`src/hw/isol_defs.svh`:
```
// register map, field positions, reset values and codes of the status-output block
`ifndef ISOL_DEFS_SVH
`define ISOL_DEFS_SVH

// ----------------------------------------------------------------
// widths
// ----------------------------------------------------------------
`define ISOL_FREQ_W 16
`define ISOL_HOUR_W 20
`define ISOL_ADDR_W 6

// ----------------------------------------------------------------
// register byte offsets
// ----------------------------------------------------------------
`define ISOL_OFS_SELECT 6'h00
`define ISOL_OFS_LOGIC 6'h04
`define ISOL_OFS_ACC_ARR 6'h08
`define ISOL_OFS_DEC_ARR 6'h0c
`define ISOL_OFS_ZS_LEVEL 6'h10
`define ISOL_OFS_WARN 6'h14
`define ISOL_OFS_STATE 6'h18
`define ISOL_OFS_IRQ_STAT 6'h1c
`define ISOL_OFS_IRQ_MASK 6'h20

// ----------------------------------------------------------------
// field positions
// ----------------------------------------------------------------
`define ISOL_POS_TERM_SEL 0
`define ISOL_POS_RELAY_SEL 8
`define ISOL_POS_OPA_SEL 0
`define ISOL_POS_OPB_SEL 8
`define ISOL_POS_OPER 16
`define ISOL_POS_WARN_EXT 16

// ----------------------------------------------------------------
// reset values
// ----------------------------------------------------------------
`define ISOL_RST_SEL 8'hff
`define ISOL_RST_OPER 2'h0
`define ISOL_RST_FREQ 16'h0000
`define ISOL_RST_WARN 14'h0000
`define ISOL_RST_MASK 7'h00

// ----------------------------------------------------------------
// selector codes (value of the decimal function code)
// ----------------------------------------------------------------
`define ISOL_CODE_RUN 8'h00
`define ISOL_CODE_FA1 8'h01
`define ISOL_CODE_FA2 8'h02
`define ISOL_CODE_FA3 8'h06
`define ISOL_CODE_RNT 8'h0b
`define ISOL_CODE_ONT 8'h0c
`define ISOL_CODE_ZS 8'h15
`define ISOL_CODE_LOG 8'h21
`define ISOL_CODE_MAXOP 8'h3c
`define ISOL_CODE_NONE 8'hff

// ----------------------------------------------------------------
// operators, hysteresis percentages, hour units
// ----------------------------------------------------------------
`define ISOL_OP_AND 2'h0
`define ISOL_OP_OR 2'h1
`define ISOL_OP_XOR 2'h2
`define ISOL_PCT_ON 8'h01
`define ISOL_PCT_OFF 8'h02
`define ISOL_UNIT_SHORT 20'h0000a
`define ISOL_UNIT_LONG 20'h00064

`endif

```
`src/hw/isol_pkg.sv`:
```
// types shared by the status-output block
package isol_pkg;
  `include "isol_defs.svh"

  // one bit per indication, also the layout of state, irq status and mask
  typedef struct packed {
    logic zero_speed_detect;
    logic power_on_time_over;
    logic run_time_over;
    logic set_freq_reached_only;
    logic set_freq_overreached;
    logic const_speed_reached;
    logic running;
  } isol_ind_t;

  // software settings
  typedef struct packed {
    logic [7:0] terminal_function_select;
    logic [7:0] relay_function_select;
    logic [7:0] logic_operand_a_select;
    logic [7:0] logic_operand_b_select;
    logic [1:0] logic_operator_select;
    logic [`ISOL_FREQ_W-1:0] accel_arrival_threshold;
    logic [`ISOL_FREQ_W-1:0] decel_arrival_threshold;
    logic [`ISOL_FREQ_W-1:0] zero_speed_level;
    logic [13:0] warning_time_setting;
    logic warn_long_unit;
    isol_ind_t irq_mask;
  } isol_cfg_t;

  // whole state of the block
  typedef struct packed {
    isol_cfg_t cfg;
    isol_ind_t ind;
    isol_ind_t ind_prev;
    isol_ind_t irq_stat;
    logic logic_output_result;
    logic term_out;
    logic relay_out;
    logic ack;
    logic [31:0] rdata;
  } isol_state_t;
endpackage

```
`src/hw/isol_top.sv`:
```
// status-output logic: indications, selectors, logic function, register slave
//
// Functional notes
// - running asserts while operating, DC brake included
// - terminal and relay each select one code
// - arrival codes 01, 02, 06
// - default arrival hysteresis: on -1%, off -2%
// - reached-only accelerating: on -1%, off +2%
// - reached-only decelerating: on +1%, off -2%
// - accel threshold zero disables arrival output
// - decel threshold zero disables arrival output
// - constant-speed reached tracks active target frequency
// - overreached uses accel or decel threshold
// - reached-only only near threshold, direction hysteresis
// - run/power-on time over codes 11, 12
// - warning time zero disables both
// - warning units 10 or 100 hours
// - zero speed below programmable level, code 21
// - logic result AND/OR/XOR of two operands
// - operands accept 00..60, exclude 33 and none
// - logic result routed by code 33
//
// Design decisions made here: the register offsets and the Avalon-MM slave port.
`timescale 1ns/1ps
module isol_top
  import isol_pkg::*;
(
  // clock and reset
  input wire logic CLK_SYS,
  input wire logic SYS_RST,
  // inverter state from control logic
  input wire logic [`ISOL_FREQ_W-1:0] OUT_FREQ,
  input wire logic [`ISOL_FREQ_W-1:0] TARGET_FREQ,
  input wire logic [`ISOL_FREQ_W-1:0] MAX_FREQ,
  input wire logic RUNNING,
  input wire logic ACCELERATING,
  input wire logic DECELERATING,
  input wire logic [`ISOL_HOUR_W-1:0] RUN_HOURS,
  input wire logic [`ISOL_HOUR_W-1:0] POWER_HOURS,
  // avalon-mm slave
  input wire logic [`ISOL_ADDR_W-1:0] AVS_ADDRESS,
  input wire logic AVS_READ,
  input wire logic AVS_WRITE,
  input wire logic [31:0] AVS_WRITEDATA,
  input wire logic [3:0] AVS_BYTEENABLE,
  output logic [31:0] AVS_READDATA,
  output logic AVS_WAITREQUEST,
  // outputs to external equipment, and the interrupt request
  output logic TERM_OUT,
  output logic RELAY_OUT,
  output logic IRQ
);

  localparam int FW = `ISOL_FREQ_W;

  // ----------------------------------------------------------------
  // helper functions
  // ----------------------------------------------------------------

  // percentage of maximum frequency, kept one bit wider to hold sums
  function automatic logic [FW:0] pct(input logic [FW-1:0] m, input logic [7:0] n);
    logic [31:0] p;
    p = (32'(m) * 32'(n)) / 32'd100;
    return p[FW:0];
  endfunction

  // subtraction clamped at zero so a low target never wraps
  function automatic logic [FW:0] sub0(input logic [FW-1:0] a, input logic [FW:0] b);
    return ({1'b0, a} > b) ? ({1'b0, a} - b) : '0;
  endfunction

  // default arrival hysteresis around t
  function automatic logic hyst(input logic [FW:0] f, input logic [FW-1:0] t,
                                input logic [FW:0] on_w, input logic [FW:0] off_w,
                                input logic prev);
    logic r;
    r = prev;
    if (f >= sub0(t, on_w)) begin
      r = 1'b1;
    end else if (f < sub0(t, off_w)) begin
      r = 1'b0;
    end
    return r;
  endfunction

  // pick one indication by selector code; unknown codes give low
  function automatic logic pick(input logic [7:0] code, input isol_ind_t i, input logic lg);
    logic r;
    r = 1'b0;
    case (code)
      `ISOL_CODE_RUN: r = i.running;
      `ISOL_CODE_FA1: r = i.const_speed_reached;
      `ISOL_CODE_FA2: r = i.set_freq_overreached;
      `ISOL_CODE_FA3: r = i.set_freq_reached_only;
      `ISOL_CODE_RNT: r = i.run_time_over;
      `ISOL_CODE_ONT: r = i.power_on_time_over;
      `ISOL_CODE_ZS: r = i.zero_speed_detect;
      `ISOL_CODE_LOG: r = lg;
      default: r = 1'b0;
    endcase
    return r;
  endfunction

  // operand pick: logic result and none excluded, range 00..60
  function automatic logic operand(input logic [7:0] code, input isol_ind_t i);
    logic r;
    r = 1'b0;
    if (code <= `ISOL_CODE_MAXOP && code != `ISOL_CODE_LOG) begin
      r = pick(code, i, 1'b0);
    end
    return r;
  endfunction

  // byte-lane merge for partial writes
  function automatic logic [31:0] merge(input logic [31:0] old, input logic [31:0] wd,
                                        input logic [3:0] be);
    logic [31:0] r;
    r = old;
    for (int b = 0; b < 4; b++) begin
      if (be[b]) begin
        r[8*b +: 8] = wd[8*b +: 8];
      end
    end
    return r;
  endfunction

  // ----------------------------------------------------------------
  // state
  // ----------------------------------------------------------------
  isol_state_t s_q;
  isol_state_t s_d;
  isol_ind_t ind_n;
  logic [FW:0] f_ext;
  logic [FW:0] on_w;
  logic [FW:0] off_w;
  logic [FW-1:0] arr_thr;
  logic [`ISOL_HOUR_W-1:0] warn_lim;
  logic req;
  logic take;
  logic [31:0] rd_n;
  logic [31:0] sel_word;
  logic [31:0] logic_word;
  logic [31:0] warn_word;
  logic [31:0] wr_word;
  logic opa;
  logic opb;
  logic lg_n;

  // ----------------------------------------------------------------
  // indication evaluation, once per clock
  // ----------------------------------------------------------------

  // hysteresis widths; overreached follows the threshold of the current ramp
  always_comb begin
    f_ext = {1'b0, OUT_FREQ};
    on_w = pct(MAX_FREQ, `ISOL_PCT_ON);
    off_w = pct(MAX_FREQ, `ISOL_PCT_OFF);
    arr_thr = DECELERATING ? s_q.cfg.decel_arrival_threshold : s_q.cfg.accel_arrival_threshold;
    if (s_q.cfg.warn_long_unit) begin
      warn_lim = 20'(s_q.cfg.warning_time_setting) * `ISOL_UNIT_LONG;
    end else begin
      warn_lim = 20'(s_q.cfg.warning_time_setting) * `ISOL_UNIT_SHORT;
    end
  end

  // next value of each indication
  always_comb begin
    ind_n = s_q.ind;
    ind_n.running = RUNNING;
    // constant speed: the control logic delivers the active target
    ind_n.const_speed_reached = RUNNING &&
      hyst(f_ext, TARGET_FREQ, on_w, off_w, s_q.ind.const_speed_reached);
    // threshold of zero switches the arrival output off entirely
    if (arr_thr == '0) begin
      ind_n.set_freq_overreached = 1'b0;
    end else begin
      ind_n.set_freq_overreached = RUNNING &&
        hyst(f_ext, arr_thr, on_w, off_w, s_q.ind.set_freq_overreached);
    end
    // reached-only: a window around the threshold, edges depend on ramp
    if (!RUNNING) begin
      ind_n.set_freq_reached_only = 1'b0;
    end else if (ACCELERATING) begin
      if (s_q.cfg.accel_arrival_threshold == '0) begin
        ind_n.set_freq_reached_only = 1'b0;
      end else if (f_ext >= {1'b0, s_q.cfg.accel_arrival_threshold} + off_w) begin
        ind_n.set_freq_reached_only = 1'b0;
      end else if (f_ext >= sub0(s_q.cfg.accel_arrival_threshold, on_w)) begin
        ind_n.set_freq_reached_only = 1'b1;
      end
    end else if (DECELERATING) begin
      if (s_q.cfg.decel_arrival_threshold == '0) begin
        ind_n.set_freq_reached_only = 1'b0;
      end else if (f_ext <= sub0(s_q.cfg.decel_arrival_threshold, off_w)) begin
        ind_n.set_freq_reached_only = 1'b0;
      end else if (f_ext <= {1'b0, s_q.cfg.decel_arrival_threshold} + on_w) begin
        ind_n.set_freq_reached_only = 1'b1;
      end
    end
    // time-over warnings; zero setting keeps both low
    ind_n.run_time_over = (s_q.cfg.warning_time_setting != '0) && (RUN_HOURS > warn_lim);
    ind_n.power_on_time_over = (s_q.cfg.warning_time_setting != '0) && (POWER_HOURS > warn_lim);
    ind_n.zero_speed_detect = OUT_FREQ < s_q.cfg.zero_speed_level;
  end

  // two-operand logic function works on registered indications
  always_comb begin
    opa = operand(s_q.cfg.logic_operand_a_select, s_q.ind);
    opb = operand(s_q.cfg.logic_operand_b_select, s_q.ind);
    case (s_q.cfg.logic_operator_select)
      `ISOL_OP_AND: lg_n = opa & opb;
      `ISOL_OP_OR: lg_n = opa | opb;
      `ISOL_OP_XOR: lg_n = opa ^ opb;
      default: lg_n = 1'b0;
    endcase
  end

  // ----------------------------------------------------------------
  // register slave
  // ----------------------------------------------------------------

  // one wait state: read data is latched while waitrequest is high
  assign req = AVS_READ | AVS_WRITE;
  assign take = req & s_q.ack;
  assign AVS_WAITREQUEST = req & ~s_q.ack;

  // packed images of the settings registers
  always_comb begin
    sel_word = '0;
    sel_word[`ISOL_POS_TERM_SEL +: 8] = s_q.cfg.terminal_function_select;
    sel_word[`ISOL_POS_RELAY_SEL +: 8] = s_q.cfg.relay_function_select;
    logic_word = '0;
    logic_word[`ISOL_POS_OPA_SEL +: 8] = s_q.cfg.logic_operand_a_select;
    logic_word[`ISOL_POS_OPB_SEL +: 8] = s_q.cfg.logic_operand_b_select;
    logic_word[`ISOL_POS_OPER +: 2] = s_q.cfg.logic_operator_select;
    warn_word = '0;
    warn_word[13:0] = s_q.cfg.warning_time_setting;
    warn_word[`ISOL_POS_WARN_EXT] = s_q.cfg.warn_long_unit;
  end

  // read decode; unmapped addresses read zero
  always_comb begin
    rd_n = '0;
    if (AVS_ADDRESS == `ISOL_OFS_SELECT) begin
      rd_n = sel_word;
    end else if (AVS_ADDRESS == `ISOL_OFS_LOGIC) begin
      rd_n = logic_word;
    end else if (AVS_ADDRESS == `ISOL_OFS_ACC_ARR) begin
      rd_n[FW-1:0] = s_q.cfg.accel_arrival_threshold;
    end else if (AVS_ADDRESS == `ISOL_OFS_DEC_ARR) begin
      rd_n[FW-1:0] = s_q.cfg.decel_arrival_threshold;
    end else if (AVS_ADDRESS == `ISOL_OFS_ZS_LEVEL) begin
      rd_n[FW-1:0] = s_q.cfg.zero_speed_level;
    end else if (AVS_ADDRESS == `ISOL_OFS_WARN) begin
      rd_n = warn_word;
    end else if (AVS_ADDRESS == `ISOL_OFS_STATE) begin
      rd_n[6:0] = s_q.ind;
      rd_n[7] = s_q.logic_output_result;
    end else if (AVS_ADDRESS == `ISOL_OFS_IRQ_STAT) begin
      rd_n[6:0] = s_q.irq_stat;
    end else if (AVS_ADDRESS == `ISOL_OFS_IRQ_MASK) begin
      rd_n[6:0] = s_q.cfg.irq_mask;
    end
  end

  // ----------------------------------------------------------------
  // next state
  // ----------------------------------------------------------------
  always_comb begin
    s_d = s_q;
    wr_word = '0;
    s_d.ack = AVS_WAITREQUEST;
    if (AVS_READ && !s_q.ack) begin
      s_d.rdata = rd_n;
    end
    s_d.ind = ind_n;
    s_d.ind_prev = s_q.ind;
    s_d.logic_output_result = lg_n;
    // outputs come only from registered indications
    s_d.term_out = pick(s_q.cfg.terminal_function_select, s_q.ind, s_q.logic_output_result);
    s_d.relay_out = pick(s_q.cfg.relay_function_select, s_q.ind, s_q.logic_output_result);
    // read clears only the bits latched into read data one cycle earlier;
    // clearing all would lose an edge that lands between latch and take
    if (take && AVS_READ && AVS_ADDRESS == `ISOL_OFS_IRQ_STAT) begin
      s_d.irq_stat = s_q.irq_stat & ~s_q.rdata[6:0];
    end
    s_d.irq_stat = s_d.irq_stat | (s_q.ind & ~s_q.ind_prev);
    if (take && AVS_WRITE) begin
      if (AVS_ADDRESS == `ISOL_OFS_SELECT) begin
        wr_word = merge(sel_word, AVS_WRITEDATA, AVS_BYTEENABLE);
        s_d.cfg.terminal_function_select = wr_word[`ISOL_POS_TERM_SEL +: 8];
        s_d.cfg.relay_function_select = wr_word[`ISOL_POS_RELAY_SEL +: 8];
      end else if (AVS_ADDRESS == `ISOL_OFS_LOGIC) begin
        wr_word = merge(logic_word, AVS_WRITEDATA, AVS_BYTEENABLE);
        s_d.cfg.logic_operand_a_select = wr_word[`ISOL_POS_OPA_SEL +: 8];
        s_d.cfg.logic_operand_b_select = wr_word[`ISOL_POS_OPB_SEL +: 8];
        s_d.cfg.logic_operator_select = wr_word[`ISOL_POS_OPER +: 2];
      end else if (AVS_ADDRESS == `ISOL_OFS_ACC_ARR) begin
        wr_word = merge(32'(s_q.cfg.accel_arrival_threshold), AVS_WRITEDATA, AVS_BYTEENABLE);
        s_d.cfg.accel_arrival_threshold = wr_word[FW-1:0];
      end else if (AVS_ADDRESS == `ISOL_OFS_DEC_ARR) begin
        wr_word = merge(32'(s_q.cfg.decel_arrival_threshold), AVS_WRITEDATA, AVS_BYTEENABLE);
        s_d.cfg.decel_arrival_threshold = wr_word[FW-1:0];
      end else if (AVS_ADDRESS == `ISOL_OFS_ZS_LEVEL) begin
        wr_word = merge(32'(s_q.cfg.zero_speed_level), AVS_WRITEDATA, AVS_BYTEENABLE);
        s_d.cfg.zero_speed_level = wr_word[FW-1:0];
      end else if (AVS_ADDRESS == `ISOL_OFS_WARN) begin
        wr_word = merge(warn_word, AVS_WRITEDATA, AVS_BYTEENABLE);
        s_d.cfg.warning_time_setting = wr_word[13:0];
        s_d.cfg.warn_long_unit = wr_word[`ISOL_POS_WARN_EXT];
      end else if (AVS_ADDRESS == `ISOL_OFS_IRQ_MASK) begin
        wr_word = merge(32'(s_q.cfg.irq_mask), AVS_WRITEDATA, AVS_BYTEENABLE);
        s_d.cfg.irq_mask = wr_word[6:0];
      end
    end
  end

  // single state register
  always_ff @(posedge CLK_SYS) begin
    if (SYS_RST) begin
      s_q <= '0;
      s_q.cfg.terminal_function_select <= `ISOL_RST_SEL;
      s_q.cfg.relay_function_select <= `ISOL_RST_SEL;
      s_q.cfg.logic_operand_a_select <= `ISOL_RST_SEL;
      s_q.cfg.logic_operand_b_select <= `ISOL_RST_SEL;
      s_q.cfg.logic_operator_select <= `ISOL_RST_OPER;
      s_q.cfg.accel_arrival_threshold <= `ISOL_RST_FREQ;
      s_q.cfg.decel_arrival_threshold <= `ISOL_RST_FREQ;
      s_q.cfg.zero_speed_level <= `ISOL_RST_FREQ;
      s_q.cfg.warning_time_setting <= `ISOL_RST_WARN;
      s_q.cfg.irq_mask <= `ISOL_RST_MASK;
    end else begin
      s_q <= s_d;
    end
  end

  // outputs
  assign AVS_READDATA = s_q.rdata;
  assign TERM_OUT = s_q.term_out;
  assign RELAY_OUT = s_q.relay_out;
  assign IRQ = |(s_q.irq_stat & s_q.cfg.irq_mask);
endmodule

```
`config.mk`:
```
export PLATFORM = sky130hd
export DESIGN_NAME = isol_top
export DESIGN_NICKNAME = d
export VERILOG_FILES = /design/src/hw/isol_pkg.sv /design/src/hw/isol_top.sv
export VERILOG_INCLUDE_DIRS = /design/src /design/src/hw
export SDC_FILE = /design/constraint.sdc
export NUM_CORES = 1
export LEC_CHECK = 0
export BUFFER_PORTS_ARGS = -buffer_cell sky130_fd_sc_hd__buf_2
export CORE_UTILIZATION = 30
export CTS_CLUSTER_SIZE = 25
export DETAILED_ROUTE_END_ITERATION = 8
export PLACE_DENSITY = 0.45
export SLEW_MARGIN = 25
export SYNTH_ARGS = -nofsm -noshare
export SYNTH_HDL_FRONTEND = slang
export SYNTH_SLANG_ARGS = --single-unit
```
`constraint.sdc`:
```
create_clock -name CLK_SYS -period 19.2 [get_ports CLK_SYS]
set_input_delay 1.92 -clock CLK_SYS [delete_from_list [all_inputs] [get_ports CLK_SYS]]
set_output_delay 1.92 -clock CLK_SYS [all_outputs]
set_load 0.02 [all_outputs]
```
==> parameters.txt <==
Parameter                              Value

Run status
  Status ... finished, final reports clean

Worst setup path
  Buffers and inverters on the worst path ... 7
  WP data arrival ... 16.58 ns
  Number of logic stages on the critical path including buffering ... 64
  Critical path's largest stage delay ... 0.61 ns
  Top cell family by delay on the critical path ... compound AO/OA/AOI/OAI gates
  Capturing element type of the critical path ... flop
  Worst Reg2Reg Path Length in Cells ... 35
  Critical setup path kind ... primary input to flop
  Required time of the critical path ... between 15 and 20 ns
  Critical path's most frequent cell ... o21ai_0
  Crit path launch type ... primary input
  Slowest library cell on the worst path ... and2_1
  Critical-path maximum fanout ... 10

Die
  Total Die Area ... a little over 70000 um2
  Count of boundary I/O pins ... 173
  Cell Rows ... between 90 and 100
  Die span in x ... between 200 and 300 um
  Initial standard-cell utilization of the core ... between 30% and 40%
  Core Region ... ~70000 um2
  Vertical die dimension ... between 200 and 300 um

Timing
  Max frequency ... 61.47 MHz
  Setup Total Neg Slack ... 0 ns
  Fin crit share ... around 85%
  Fin crit period ... about 16 ns
  Final count of pins violating max slew ... 0
  Unrepaired setup endpoints after global routing ... false
  Max_slew headroom ... between 20% and 30%
  Fin. Hold Viols ... 0
  Measured slew at the worst slew-check pin ... about 1.1 ns
  Maximum clock skew at final layout ... 0.02859 ns
  Final setup fails ... 0
  Least setup slack across all paths after layout ... 2.932 ns

Run
  Number of max-capacitance violations reported ... 0

Detailed routing
  1st-pass router iterations ... 5
  Total via count in the routed design ... about 21k
  DRC errors left ... 0
  Number of DRC violations after detailed-routing iteration 0 ... 1245
  Via/cell ratio ... between 5 and 6
  WL per Instance ... 20.15 um
  Routed Antenna Nets ... 0
  Final WL ... 77380 um

Logic synthesis
  Top cells by area, synth ... ha_1, dfxtp_1, a21oi_1, nand2_1, mux2i_1
  Sequential share of the synthesized area ... between 10% and 20%
  Main flop type after synthesis ... dfxtp_1
  Netlist area before placement ... approximately 22000 um2
  Number of synthesized flops with an enable pin ... 0
  Synth cell types ... approximately 110
  Fraction of registers with async set or reset after synthesis ... 0%
  Warnings, synthesis ... 0
  Cell count after synthesis ... ~2.8k
  Flop and latch count out of synthesis ... between 100 and 150
  Synth area leader ... ha_1
  Area share of the largest cell type after synthesis ... between 15 and 20%
  Mean area per synthesized cell ... between 7 and 8 um2

Final layout
  Fraction of layout instances using a drive strength above 1 ... slightly above 9%
  Number of nets in the layout ... around 3.4k
  Area of all placed cells without fillers ... 23480 um2
  Area added between synthesis and finish ... 9.186%
  Final std cells w/o fill ... around 3.8k
  Number of antenna repair diodes ... 0

Place
  Area of placed instances ... 22870 um2
  Port Buf Inserts ... approximately 140
  Placement Setup Slack ... between 2 and 3 ns
  Weighted congestion reported at the end of routability-driven placement ... just under 0.9
  Number of placed cells counting well taps ... between 3k and 4k
  Detailed placement HPWL ... roughly 60000 um

CTS
  Clock tree sinks ... approximately 150
  Worst-Skew Late Latency ... ~0.44 ns
  Post-cts repair resize count ... 0
  Total setup buffers inserted after CTS ... 0
  CTS Buf Count ... 17
  TritonCTS clock tree ... done
  Buffer cell driving the clock tree root ... clkbuf_16
  Clock slew seen by the registers of the worst setup and hold paths ... ~0.080 ns
  H-Tree Depth ... 4
  Number of hold-repair buffers added at the cts stage ... 0
  CTS max path bufs ... 2

Global route
  Number of global-route vias before repair ... between 20k and 25k
  Number of antenna violations at the first check in global routing ... 0
  Wire length of the first global-routing pass ... 119800 um
  Largest net degree at the start of global routing ... 91
  Grt total ovfl ... 0
  Total track usage ... roughly a fifth

Power and ir drop
  Power Total ... about 2.9 mW
  Worst VDD drop ... slightly below 0.0001 V
  Power density normalized to cell area ... 122.0 nW/um2
  Static Leak ... 10.44 nW

Min path
  Hold path depth ... 2
  Worst hold path class ... flop to flop
## stage by stage
| stage | utilization [%] | hold WS [ns] |
|---|---|---|
| floorplan | - | 0.4147 |
| global placement | 32.43 | 0.4462 |
| detailed placement | 32.43 | 0.4556 |
| CTS | 33.30 | 0.4668 |
| global route | 33.30 | 0.4941 |
| finish | 33.30 | 0.4599 |
## cells in the final DEF, fill, tap and decap left out, types with 21 or more instances in the layout
cell type	count
a211oi_1	33
a21o_1	86
a21oi_1	235
a31oi_1	21
and2_1	21
buf_2	141
dfxtp_1	147
ha_1	341
inv_1	173
mux2i_1	75
nand2_1	313
nand2b_1	49
nand3_1	87
nand3b_1	49
nand4_1	61
nor2_1	181
nor2b_1	66
nor3_1	55
nor4_1	31
o211ai_1	22
o21a_1	28
o21ai_0	127
o21bai_1	26
xnor2_1	80
xor2_1	60
## routing by layer
layer	track usage, %	vias up	share of wire [%]
li1	-	10415	-
met1	28.05	10078	47
met2	35.04	522	47
met3	1.986	88	4.3
met4	4.979	0	2.0
met5	0	-	0
## cells by family after synthesis
| family | after synthesis | synth area share (%) |
|---|---|---|
| buffers and inverters | 330 | 6.643 |
| AO/OA/AOI/OAI | 771 | 24.33 |
| adder cells (fa/ha/maj) | 364 | 21.76 |
| other | 1 | 0.01744 |
| XOR/XNOR | 144 | 6.056 |
| AND/OR/NAND/NOR | 994 | 23.08 |
| multiplexers | 93 | 4.433 |
| flip-flops | 147 | 13.68 |
## where the power goes
group          leakage, nW  switching (mW)  internal, mW
registers             1.19         0.00481         0.308
logic                 8.96            1.32         0.881
clock network        0.297           0.143         0.211
## state kept, by name, indices dropped and copies added, names as in the netlist
signal        cells
AVS_READDATA     18
RELAY_OUT         1
TERM_OUT          1
logic_word       18
s_d               7
s_q             102
## Yosys cell counts (22+ instances only)
cell	n
ha_1	341
dfxtp_1	147
inv_1	173
o21a_1	28
o211ai_1	22
nand3_1	87
mux2i_1	75
xor2_1	60
a21o_1	86
a211oi_1	33
nand2b_1	49
o21ai_0	127
nand3b_1	49
a21oi_1	235
nor3_1	57
nand4_1	61
nor2_1	182
xnor2_1	80
nand2_1	313
o21bai_1	26
buf_4	35
clkbuf_1	89
nor4_1	31
nor2b_1	67
## path summary, 6_finish.rpt
kind | slack, ns | startpoint | to
worst min-delay path | 0.46 | AVS_READDATA[17] | AVS_READDATA[17]
worst max register to register | 12.34 | s_q[112] | s_d[45]
worst max-delay path | 2.93 | MAX_FREQ[13] | s_d[45]
worst min register to register | 0.46 | AVS_READDATA[17] | AVS_READDATA[17]
## worst reg2reg max path, delay by kind of cell (launching register included)
family,cells,cell delay (ns)
adders and majority gates,2,0.61
AOI/OAI and AO/OA,24,4.60
buffers and inverters,2,0.53
and+or+nand+nor,7,0.65
DFF,1,0.39
## area by class of cell
| type | instances | area, um2 |
|---|---|---|
| sequential | 147 | 2943 |
| clock inverter | 12 | 167.7 |
| fill | 7498 | 47030 |
| inverter | 183 | 709.4 |
| clock buffer | 20 | 446.7 |
| timing repair buffer | 159 | 840.8 |
| multi-input combinational | 2380 | 17200 |
| tap | 940 | 1176 |
Power figures use the tool's default switching activity.
